File: src/pkg/spt_defines.vh
/*
 constants for the per-port frame policy block: register byte offsets,
 field positions and reset values. assumes word-aligned axi4-lite access.
*/
`ifndef SPT_DEFINES_VH
`define SPT_DEFINES_VH
// ----------------------------------------------------------------------
// register byte offsets (per-port groups step by 4 per port)
// ----------------------------------------------------------------------
`define SPT_GRP_CTRL0     4'h0
`define SPT_GRP_CTRL2     4'h1
`define SPT_GRP_DEFTAG    4'h2
`define SPT_GRP_INSSRC    4'h3
`define SPT_OFF_PCPMAP    8'h40
`define SPT_OFF_FLUSH     8'h44
`define SPT_OFF_STATUS    8'h48
`define SPT_GRP_DSCP      4'h5
// ----------------------------------------------------------------------
// control 0 fields
// ----------------------------------------------------------------------
`define SPT_C0_QLO        0
`define SPT_C0_REMOVE     1
`define SPT_C0_INSERT     2
`define SPT_C0_PCP_EN     5
`define SPT_C0_DSCP_EN    6
// ----------------------------------------------------------------------
// control 2 fields
// ----------------------------------------------------------------------
`define SPT_C2_LRN_DIS    0
`define SPT_C2_RX_EN      1
`define SPT_C2_TX_EN      2
`define SPT_C2_QHI        3
`define SPT_C2_CEIL       7
// ----------------------------------------------------------------------
// flush control fields and misc
// ----------------------------------------------------------------------
`define SPT_FL_STATIC     4
`define SPT_FL_DYNAMIC    5
`define SPT_RST_CTRL0     8'h00
`define SPT_RST_CTRL2     8'h07
`define SPT_RST_DEFTAG    16'h0001
`define SPT_RST_INSSRC    4'hf
`define SPT_RST_PCPMAP    16'hfa50
`define SPT_RST_DSCP      32'h00000000
`define SPT_TPID          16'h8100
`define SPT_ACT_PASS      2'h0
`define SPT_ACT_INSERT    2'h1
`define SPT_ACT_REMOVE    2'h2
`define SPT_RESP_OKAY     2'h0
`define SPT_RESP_SLVERR   2'h2
`endif

File: src/rtl/spt_policy.v
/*
 per-port frame policy: 802.1p and dscp priority classification, priority
 ceiling, egress tag insert/remove decision, spanning-tree gating, flush
 requests and queue-split mode, with registers on axi4-lite.
 assumes the frame datapath presents one decision request per cycle at most
 per request group and consumes each answer one cycle later.
*/
// Functional notes
// RULE_01: tagged ingress user priority maps through programmable 3-to-2-bit table.
// RULE_02: tag priority classification only when port control 0 bit 5 set.
// RULE_03: the handled tag is four bytes: two-byte tpid then two-byte tci.
// RULE_04: insertion enabled by control 0 bit 2, gated by ingress-port select.
// RULE_05: insert ingress default tag on untagged frames only, never double tag.
// RULE_06: each of four ports holds its own default tag with vid and priority.
// RULE_07: control 0 bit 1 strips tags on egress; untagged frames pass unchanged.
// RULE_08: frame check sequence is regenerated whenever a tag is added or removed.
// RULE_09: ceiling bit 7 of control 2 clamps priority to default-tag priority.
// RULE_10: upper six tos bits pick a two-bit field of the 128-bit dscp table.
// RULE_11: processor port is designated; ports 1-3 have tx, rx, learn-disable (code: CPU_PORT is port 3; ports 0-2 have them).
// RULE_12: tx=rx=0 with learning disabled: no user traffic, no learning.
// RULE_13: blocking forwards only processor-bound frames and learns nothing.
// RULE_14: listening still passes frames to and from processor, no learning.
// RULE_15: tx=rx=0 with learning on: learn, pass only processor traffic.
// RULE_16: tx=rx=1 with learning on: forward, receive and learn normally.
// RULE_17: static override match reaches the processor even when port blocks.
// RULE_18: flush bits 5 and 4 purge entries of ports with learning disabled.
// RULE_19: processor sends nothing to disabled ports, drops override leftovers.
// RULE_20: processor programs override static entries such as bpdu addresses.
// RULE_21: rstp discarding equals disable, blocking and listening combined.
// RULE_22: two-bit queue split per port: 00 one, 01 two, 10 four queues.
`include "spt_defines.vh"
`timescale 1ns/1ns
`default_nettype none

module spt_policy #(
  parameter CPU_PORT = 3
) (
  input  wire        aclk,
  input  wire        aresetn,
  input  wire [7:0]  s_axi_awaddr,
  input  wire        s_axi_awvalid,
  output reg         s_axi_awready,
  input  wire [31:0] s_axi_wdata,
  input  wire [3:0]  s_axi_wstrb,
  input  wire        s_axi_wvalid,
  output reg         s_axi_wready,
  output reg  [1:0]  s_axi_bresp,
  output reg         s_axi_bvalid,
  input  wire        s_axi_bready,
  input  wire [7:0]  s_axi_araddr,
  input  wire        s_axi_arvalid,
  output reg         s_axi_arready,
  output reg  [31:0] s_axi_rdata,
  output reg  [1:0]  s_axi_rresp,
  output reg         s_axi_rvalid,
  input  wire        s_axi_rready,
  input  wire        cls_req,
  input  wire [1:0]  cls_port,
  input  wire        cls_tagged,
  input  wire [2:0]  cls_pcp,
  input  wire        cls_ip,
  input  wire [7:0]  cls_tos,
  output reg         cls_valid,
  output reg  [1:0]  cls_prio,
  output reg  [2:0]  cls_pcp_out,
  input  wire        eg_req,
  input  wire [1:0]  eg_port,
  input  wire [1:0]  eg_src,
  input  wire        eg_tagged,
  output reg         eg_valid,
  output reg  [1:0]  eg_action,
  output reg  [31:0] eg_tag,
  output reg         eg_crc_regen,
  input  wire        fwd_req,
  input  wire [1:0]  fwd_src,
  input  wire [1:0]  fwd_dst,
  input  wire        fwd_ovr,
  output reg         fwd_valid,
  output reg         fwd_allow,
  output reg         fwd_learn,
  output reg         flush_dyn,
  output reg         flush_sta,
  output reg  [3:0]  flush_ports,
  output reg  [7:0]  q_mode
);

  // --------------------------------------------------------------------
  // register storage
  // --------------------------------------------------------------------
  reg [7:0]   ctrl0_q  [0:3];
  reg [7:0]   ctrl2_q  [0:3];
  reg [15:0]  deftag_q [0:3];
  reg [3:0]   inssrc_q [0:3];
  reg [31:0]  dscp_q   [0:3];
  reg [15:0]  pcpmap_q;
  reg [15:0]  edits_q;
  reg         aw_have_q;
  reg         w_have_q;
  reg [7:0]   awaddr_q;
  reg [31:0]  wdata_q;
  reg [3:0]   wstrb_q;

  // --------------------------------------------------------------------
  // helpers
  // --------------------------------------------------------------------
  function [31:0] strb_mask;
    input [3:0] s;
    begin
      strb_mask = {{8{s[3]}}, {8{s[2]}}, {8{s[1]}}, {8{s[0]}}};
    end
  endfunction

  function addr_ok;
    input [7:0] a;
    begin
      addr_ok = (a[1:0] == 2'h0) &&
                ((a[7:4] <= `SPT_GRP_INSSRC) || (a[7:4] == `SPT_GRP_DSCP) ||
                 (a == `SPT_OFF_PCPMAP) || (a == `SPT_OFF_FLUSH) ||
                 (a == `SPT_OFF_STATUS));
    end
  endfunction

  // user-traffic gates; the processor port is always open
  function port_rx;
    input [1:0] p;
    begin
      port_rx = (p == CPU_PORT) || ctrl2_q[p][`SPT_C2_RX_EN];
    end
  endfunction

  function port_tx;
    input [1:0] p;
    begin
      port_tx = (p == CPU_PORT) || ctrl2_q[p][`SPT_C2_TX_EN];
    end
  endfunction

  function port_lrn;
    input [1:0] p;
    begin
      port_lrn = (p == CPU_PORT) || !ctrl2_q[p][`SPT_C2_LRN_DIS];
    end
  endfunction

  // --------------------------------------------------------------------
  // axi4-lite write path
  // --------------------------------------------------------------------
  wire        wr_go  = aw_have_q && w_have_q && !s_axi_bvalid;
  wire [31:0] wmask  = strb_mask(wstrb_q);
  wire [31:0] wbits  = wdata_q & wmask;
  wire [1:0]  wport  = awaddr_q[3:2];
  wire        wr_ok  = addr_ok(awaddr_q);

  always @(posedge aclk)
  begin
    if (!aresetn)
    begin
      aw_have_q     <= 1'b0;
      w_have_q      <= 1'b0;
      awaddr_q      <= 8'h00;
      wdata_q       <= 32'h00000000;
      wstrb_q       <= 4'h0;
      s_axi_awready <= 1'b1;
      s_axi_wready  <= 1'b1;
      s_axi_bvalid  <= 1'b0;
      s_axi_bresp   <= `SPT_RESP_OKAY;
    end
    else
    begin
      if (s_axi_awvalid && s_axi_awready)
      begin
        aw_have_q     <= 1'b1;
        awaddr_q      <= s_axi_awaddr;
        s_axi_awready <= 1'b0;
      end
      if (s_axi_wvalid && s_axi_wready)
      begin
        w_have_q     <= 1'b1;
        wdata_q      <= s_axi_wdata;
        wstrb_q      <= s_axi_wstrb;
        s_axi_wready <= 1'b0;
      end
      if (wr_go)
      begin
        s_axi_bvalid <= 1'b1;
        s_axi_bresp  <= wr_ok ? `SPT_RESP_OKAY : `SPT_RESP_SLVERR;
      end
      if (s_axi_bvalid && s_axi_bready)
      begin
        s_axi_bvalid  <= 1'b0;
        aw_have_q     <= 1'b0;
        w_have_q      <= 1'b0;
        s_axi_awready <= 1'b1;
        s_axi_wready  <= 1'b1;
      end
    end
  end

  // --------------------------------------------------------------------
  // register file, one generate slice per port
  // --------------------------------------------------------------------
  genvar gp;
  generate
    for (gp = 0; gp < 4; gp = gp + 1)
    begin : g_port
      wire hit = wr_go && wr_ok && (wport == gp);
      always @(posedge aclk)
      begin
        if (!aresetn)
        begin
          ctrl0_q[gp]  <= `SPT_RST_CTRL0;
          ctrl2_q[gp]  <= `SPT_RST_CTRL2;
          deftag_q[gp] <= `SPT_RST_DEFTAG;
          inssrc_q[gp] <= `SPT_RST_INSSRC;
          dscp_q[gp]   <= `SPT_RST_DSCP;
        end
        else if (hit)
        begin
          case (awaddr_q[7:4])
            `SPT_GRP_CTRL0:
              ctrl0_q[gp] <= (ctrl0_q[gp] & ~wmask[7:0]) | wbits[7:0];
            `SPT_GRP_CTRL2:
              ctrl2_q[gp] <= (ctrl2_q[gp] & ~wmask[7:0]) | wbits[7:0];
            `SPT_GRP_DEFTAG: // see RULE_06
              deftag_q[gp] <= (deftag_q[gp] & ~wmask[15:0]) | wbits[15:0];
            `SPT_GRP_INSSRC:
              inssrc_q[gp] <= (inssrc_q[gp] & ~wmask[3:0]) | wbits[3:0];
            `SPT_GRP_DSCP: // see RULE_10
              dscp_q[gp] <= (dscp_q[gp] & ~wmask) | wbits;
            default:
              ctrl0_q[gp] <= ctrl0_q[gp];
          endcase
        end
      end
    end
  endgenerate

  // pcp map and flush pulses; flush bits self-clear so they read as zero
  always @(posedge aclk)
  begin
    if (!aresetn)
    begin
      pcpmap_q    <= `SPT_RST_PCPMAP;
      flush_dyn   <= 1'b0;
      flush_sta   <= 1'b0;
      flush_ports <= 4'h0;
    end
    else
    begin
      flush_dyn <= 1'b0;
      flush_sta <= 1'b0;
      if (wr_go && awaddr_q == `SPT_OFF_PCPMAP)
        pcpmap_q <= (pcpmap_q & ~wmask[15:0]) | wbits[15:0];
      if (wr_go && awaddr_q == `SPT_OFF_FLUSH)
      begin
        // only ports with learning disabled are purged; see RULE_18
        flush_dyn   <= wbits[`SPT_FL_DYNAMIC];
        flush_sta   <= wbits[`SPT_FL_STATIC];
        flush_ports <= {1'b0, ctrl2_q[2][`SPT_C2_LRN_DIS],
                        ctrl2_q[1][`SPT_C2_LRN_DIS],
                        ctrl2_q[0][`SPT_C2_LRN_DIS]};
      end
    end
  end

  // --------------------------------------------------------------------
  // axi4-lite read path
  // --------------------------------------------------------------------
  reg  [31:0] rd_d;
  wire [1:0]  rport = s_axi_araddr[3:2];

  always @*
  begin
    rd_d = 32'h00000000;
    case (s_axi_araddr[7:4])
      `SPT_GRP_CTRL0:  rd_d = {24'h000000, ctrl0_q[rport]};
      `SPT_GRP_CTRL2:  rd_d = {24'h000000, ctrl2_q[rport]};
      `SPT_GRP_DEFTAG: rd_d = {16'h0000, deftag_q[rport]};
      `SPT_GRP_INSSRC: rd_d = {28'h0000000, inssrc_q[rport]};
      `SPT_GRP_DSCP:   rd_d = dscp_q[rport];
      default:
      begin
        if (s_axi_araddr == `SPT_OFF_PCPMAP)
          rd_d = {16'h0000, pcpmap_q};
        else if (s_axi_araddr == `SPT_OFF_STATUS)
          rd_d = {8'h00, q_mode, edits_q};
        else
          rd_d = 32'h00000000;
      end
    endcase
  end

  always @(posedge aclk)
  begin
    if (!aresetn)
    begin
      s_axi_arready <= 1'b1;
      s_axi_rvalid  <= 1'b0;
      s_axi_rdata   <= 32'h00000000;
      s_axi_rresp   <= `SPT_RESP_OKAY;
    end
    else if (s_axi_arvalid && s_axi_arready)
    begin
      s_axi_arready <= 1'b0;
      s_axi_rvalid  <= 1'b1;
      s_axi_rdata   <= addr_ok(s_axi_araddr) ? rd_d : 32'h00000000;
      s_axi_rresp   <= addr_ok(s_axi_araddr) ? `SPT_RESP_OKAY
                                             : `SPT_RESP_SLVERR;
    end
    else if (s_axi_rvalid && s_axi_rready)
    begin
      s_axi_rvalid  <= 1'b0;
      s_axi_arready <= 1'b1;
    end
  end

  // --------------------------------------------------------------------
  // ingress classification
  // --------------------------------------------------------------------
  wire [2:0] def_pcp  = deftag_q[cls_port][15:13];
  wire       ceil_on  = ctrl2_q[cls_port][`SPT_C2_CEIL];
  wire [2:0] pcp_eff  = (ceil_on && cls_pcp > def_pcp) ? def_pcp
                                                       : cls_pcp; // see RULE_09
  wire [1:0] pcp_prio = pcpmap_q[{pcp_eff, 1'b0} +: 2];       // see RULE_01
  wire [5:0] dscp     = cls_tos[7:2];
  wire [6:0] dbit     = {dscp, 1'b0};
  wire [1:0] dscp_pri = dscp_q[cls_port] == dscp_q[cls_port] ?
                        dscp_q[dbit[6:5]][dbit[4:0] +: 2] : 2'h0;
  wire       use_pcp  = cls_tagged && ctrl0_q[cls_port][`SPT_C0_PCP_EN];
  wire       use_dscp = cls_ip && ctrl0_q[cls_port][`SPT_C0_DSCP_EN];

  always @(posedge aclk)
  begin
    if (!aresetn)
    begin
      cls_valid   <= 1'b0;
      cls_prio    <= 2'h0;
      cls_pcp_out <= 3'h0;
    end
    else
    begin
      cls_valid <= cls_req;
      if (cls_req)
      begin
        if (use_pcp)                   // see RULE_02
          cls_prio <= pcp_prio;        // see RULE_01
        else if (use_dscp)
          cls_prio <= dscp_pri;        // see RULE_10
        else
          cls_prio <= 2'h0;
        cls_pcp_out <= pcp_eff;        // see RULE_09
      end
    end
  end

  // --------------------------------------------------------------------
  // egress tag handling
  // --------------------------------------------------------------------
  wire do_ins = ctrl0_q[eg_port][`SPT_C0_INSERT] &&
                inssrc_q[eg_port][eg_src] && !eg_tagged; // see RULE_04 RULE_05
  wire do_rem = ctrl0_q[eg_port][`SPT_C0_REMOVE] && eg_tagged; // see RULE_07

  always @(posedge aclk)
  begin
    if (!aresetn)
    begin
      eg_valid     <= 1'b0;
      eg_action    <= `SPT_ACT_PASS;
      eg_tag       <= 32'h00000000;
      eg_crc_regen <= 1'b0;
      edits_q      <= 16'h0000;
    end
    else
    begin
      eg_valid <= eg_req;
      if (eg_req)
      begin
        if (do_ins)        // see RULE_05
          eg_action <= `SPT_ACT_INSERT;
        else if (do_rem)   // see RULE_07
          eg_action <= `SPT_ACT_REMOVE;
        else
          eg_action <= `SPT_ACT_PASS;
        eg_tag       <= {`SPT_TPID, deftag_q[eg_src]};  // see RULE_03
        eg_crc_regen <= do_ins || do_rem;               // see RULE_08
        if (do_ins || do_rem)
          edits_q <= edits_q + 16'h0001;
      end
    end
  end

  // --------------------------------------------------------------------
  // spanning-tree forwarding gate
  // --------------------------------------------------------------------
  // disable, blocking and listening share one setting, so override frames
  // to the processor are the only way out of those ports
  wire src_cpu  = (fwd_src == CPU_PORT);
  wire dst_cpu  = (fwd_dst == CPU_PORT);
  wire to_cpu   = dst_cpu && (port_rx(fwd_src) || fwd_ovr ||
                              port_lrn(fwd_src)); // see RULE_13 RULE_15 RULE_17
  wire from_cpu = src_cpu;                        // see RULE_14
  wire user_ok  = port_rx(fwd_src) && port_tx(fwd_dst); // see RULE_12 RULE_16

  always @(posedge aclk)
  begin
    if (!aresetn)
    begin
      fwd_valid <= 1'b0;
      fwd_allow <= 1'b0;
      fwd_learn <= 1'b0;
    end
    else
    begin
      fwd_valid <= fwd_req;
      if (fwd_req)
      begin
        fwd_allow <= to_cpu || from_cpu || user_ok; // see RULE_11 RULE_21
        fwd_learn <= port_lrn(fwd_src);             // see RULE_12 RULE_15
      end
    end
  end

  // --------------------------------------------------------------------
  // queue split mode per port
  // --------------------------------------------------------------------
  always @(posedge aclk)
  begin
    if (!aresetn)
      q_mode <= 8'h00;
    else   // see RULE_22
      q_mode <= {ctrl2_q[3][`SPT_C2_QHI], ctrl0_q[3][`SPT_C0_QLO],
                 ctrl2_q[2][`SPT_C2_QHI], ctrl0_q[2][`SPT_C0_QLO],
                 ctrl2_q[1][`SPT_C2_QHI], ctrl0_q[1][`SPT_C0_QLO],
                 ctrl2_q[0][`SPT_C2_QHI], ctrl0_q[0][`SPT_C0_QLO]};
  end

endmodule // spt_policy

`default_nettype wire

File: config.mk
export PLATFORM = sky130hd
export DESIGN_NAME = spt_policy
export DESIGN_NICKNAME = d
export VERILOG_FILES = /design/src/rtl/spt_policy.v
export VERILOG_INCLUDE_DIRS = /design/src /design/src/pkg
export SDC_FILE = /design/constraint.sdc
export NUM_CORES = 1
export LEC_CHECK = 0
export ABC_AREA = 1
export BUFFER_PORTS_ARGS = -buffer_cell sky130_fd_sc_hd__buf_2
export CAP_MARGIN = 20
export CORE_MARGIN = 2
export CORE_UTILIZATION = 40
export DETAILED_ROUTE_END_ITERATION = 12
export GPL_TIMING_DRIVEN = 0
export HOLD_SLACK_MARGIN = 0.02
export RECOVER_POWER = 50
export SLEW_MARGIN = 40
export SYNTH_ARGS = -nofsm -noshare
export SYNTH_HDL_FRONTEND = slang
export SYNTH_SLANG_ARGS = --single-unit
File: constraint.sdc
create_clock -name aclk -period 5.2 [get_ports aclk]
set_clock_uncertainty 0.05 [all_clocks]
set_input_delay 0 -clock aclk [delete_from_list [all_inputs] [get_ports aclk]]
set_output_delay 0 -clock aclk [all_outputs]
set_load 0.01 [all_outputs]
==> run summary <==
CTS tree -> done
VDD IR-drop max -> 222 uV
Detail-routed via count per cell -> 5.88
Clock buffer count from CTS -> 50
Synth Area in Adders -> 0.223%
Number of fillers in the final layout -> 5484
CTS max path bufs -> 3
Synth Area in XOR/XNOR -> 0.469%
Largest area contributor in the netlist -> edfxtp_1
Cells taking the most area after synthesis -> edfxtp_1 (36%), dfxtp_1 (14%), a21oi_1 (8.9%)
Multi-input gate area -> 0.00943 mm2
Post-Route WL -> 94900 um
Share of the synthesized area in the top cell type -> 36.5%
Commonest cells after routing, fill and taps aside -> nand2_1 (481), nor2_1 (414), a21oi_1 (398)
Mux contribution to synthesized area -> 0%
Required time of the critical path -> 5.40 ns
Ys flop type -> edfxtp_1
Power Density -> 321 mW/mm2
Area Growth Syn to Fin -> 18.8%
Iter 0 DRT Violations -> 3108
Syn Inst Count -> 2826
CP Launch Type -> flop
Sequential cell area -> 0.0114 mm2
Most common cell after layout, fill and taps aside -> nand2_1
Switching Share -> 28.2%
Sw power -> 2.41 mW
CTS Sinks -> 432
Routability cong. -> 0.987
Die height -> 241 um
Wire length per cell -> 24.2 um
Max Cap Viol -> 1
H-Tree Level Count -> 2
Crit-path cells -> nor2_1 > inv_1 > nor2_1 > inv_1 > o21ai_0 > nand2_2 > nor3_1 > nand2_2 > buf_2 > nand2_4
Setup bufs post-CTS -> 0
Status -> finished, violations left
Slowest-stage cell, CP -> nor3_1
Syn_area_per_cell -> 7.93 um2
Die area -> 0.0579 mm2
Comb power frac -> 13.0%
Final global-route overflow total -> 0
Post-Synth Simple-Gate Area -> 21.8%
Period minus WS final -> 4.15 ns
Cell area after synthesis -> 0.0224 mm2
Layout cell share with drive strength beyond 1 -> 6.63%
Hpwl dp -> 69700 um
Setup crit end kind -> flop
Worst Path Max Fanout -> 32
Fin nets -> 3230
Sequential Power Share -> 45.3%
Synth cell types -> 40
Clock Power Share -> 41.7%
Pint -> 6.12 mW
Routed Antenna Nets -> 0
Dpl ws -> 2.09 ns
Vias in the first global route -> 21666
PortBufs -> 155
CP Class -> flop to flop
# resized after CTS -> 0
Site Rows -> 86
DRT Pass-1 Iters -> 7
Core Util, Final -> 48.2%
Count of state elements after synthesis -> 432
Measured slew at the worst slew-check pin -> 1.90 ns
YS warnings -> 0
Worst-Skew Late Latency -> 0.62 ns
Initial antenna violation count -> 2
Hold_ws -> 0.0806 ns
Crit path DAT -> 4.35 ns
Period Utilization, post-route -> 79.8%
# IOs -> 187
Slew Viols, Final -> 26
DRC -> 0
Worst-path clk slew -> 0.06 ns
Total number of vias -> 23100
Failing checks -> capacitance limit, slew limit
Initial Utilization -> 40.6%
Largest family of logic cells by synthesized area -> simple AND/OR/NAND/NOR gates
First-pass GRT wire length -> 138000 um
Die Width -> 241 um
Register area share after synthesis -> 50.8%
Largest net degree at the start of global routing -> 33
Fin. Hold Viols -> 0
Global-route usage over all layers -> 32.4%
Worst Slack Setup Final -> 1.05 ns
Tightest Hold Check Type -> primary input to flop
Crit path largest cell delay -> 1.11 ns
Max-slew headroom -> -26.8%
ANT cells -> 0
Synth Area in Compound Gates -> 19.3%
Final setup vio count -> 0
Number of enable flip-flop cells after synthesis -> 272
RSZ-0062 raised after global routing -> no
Leak pwr -> 10.2 nW
Root Buffer -> clkbuf_16
Core ar. -> 0.0552 mm2
DP Area -> 0.0244 mm2
Ys async rst share -> 0%
Setup TNS -> 0 ns
Highest Clock Rate -> 241 MHz
Finished Cell Area -> 0.0266 mm2
## kinds of logic after synthesis
kind of cell | count (synthesis)
AOI/OAI and AO/OA | 777
xor gates and xnor gates | 12
adders and majority gates | 4
buffers and inverters | 417
DFF | 432
other | 1
and+or+nand+nor | 1183
## layer usage
layer | vias up | wire length [um] | track usage, %
met1 | 10882 | 37700 | 43.9
met3 | 290 | 11700 | 7.25
met4 | 2 | 5460 | 17.5
li1 | 10327 | - | -
met5 | - | 15 | 0
met2 | 1599 | 40100 | 48.2
## flip-flops by register name, summed over array words and instances (netlist names), 2 cells and up, named ones only
register	flops
dscp_q	128
deftag_q	64
ctrl0_q	32
ctrl2_q	32
s_axi_rdata	32
wdata_q	32
eg_tag	17
edits_q	16
inssrc_q	16
awaddr_q	8
q_mode	8
wstrb_q	4
cls_pcp_out	3
flush_ports	3
cls_prio	2
eg_action	2
## per-stage QoR
| stage | std cells | power [mW] |
|---|---|---|
| finish | 3929 | 8.53 |
| global route | 3929 | 8.76 |
| CTS | 3929 | 8.51 |
| detailed placement | 3752 | 4.96 |
| global placement | 3745 | 4.94 |
| floorplan | 2842 | 4.51 |
## worst paths after layout
path / slack, ns / from / cells past startpoint / endpoint
max reg2reg: 1.05 / awaddr_q[0] / 10 / dscp_q[3][30]
max: 1.05 / awaddr_q[0] / 10 / dscp_q[3][30]
min reg2reg: 0.41 / aw_have_q / 2 / aw_have_q
min: 0.08 / cls_pcp[1] / 7 / cls_pcp_out[1]
## timing repair
| item | CTS | global route |
|---|---|---|
| setup endpoints to repair | 0 | 0 |
| endpoints found under the hold margin | 74 | 0 |
| hold buffers | 83 | 0 |
## power groups by stage
| stage | combinational [mW] | clock (mW) | sequential [mW] |
|---|---|---|---|
| 2_1_floorplan | 0.607 | 0 | 3.90 |
| 3_3_place_gp | 1.01 | 0 | 3.93 |
| 3_5_place_dp | 1.03 | 0 | 3.93 |
| 4_1_cts | 1.09 | 3.56 | 3.85 |
| 5_1_grt | 1.19 | 3.69 | 3.87 |
| 6_report | 1.11 | 3.55 | 3.86 |
## worst max-delay path: cells and delay by family, from the launching register on
kind / cells / cell delay, ns
AND/OR/NAND/NOR: 6 / 2.36
buffers and inverters: 3 / 0.51
AO/OA/AOI/OAI: 1 / 0.51
flip-flops: 1 / 0.31
## synthesized netlist by cell type, types with 2 or more instances
cell type and instances:
nand2_1 482, nor2_1 411, a21oi_1 398, edfxtp_1 272, o21ai_0 219, inv_1 201
nand3_1 197, dfxtp_1 160, clkbuf_1 147, nor3_1 56, o211ai_1 51, a22oi_1 41
o221ai_1 25, buf_2 20, buf_4 19, a31oi_1 17, buf_1 17, nand4_1 13
xor2_1 12, inv_2 9, a22o_1 8, nor4_1 6, o21a_1 6, clkinv_1 4
ha_1 4, nor2_2 4, o22ai_1 4, nand2_2 3, nand3_2 3, nor3_2 3
o2111ai_1 3, a31o_2 2, nor3_4 2
## layout make-up
| type | instances | share of cell area [%] |
|---|---|---|
| Timing Repair Buffer | 245 | 5.99 |
| Clock inverter | 21 | 0.757 |
| Clock buffer | 73 | 5.32 |
| Tap cell | 748 | 3.52 |
| Inverter | 214 | 3.02 |
| Buffer | 203 | 3.22 |
| Multi-Input combinational cell | 1993 | 35.4 |
| Sequential cell | 432 | 42.7 |
Power figures use the tool's default switching activity.
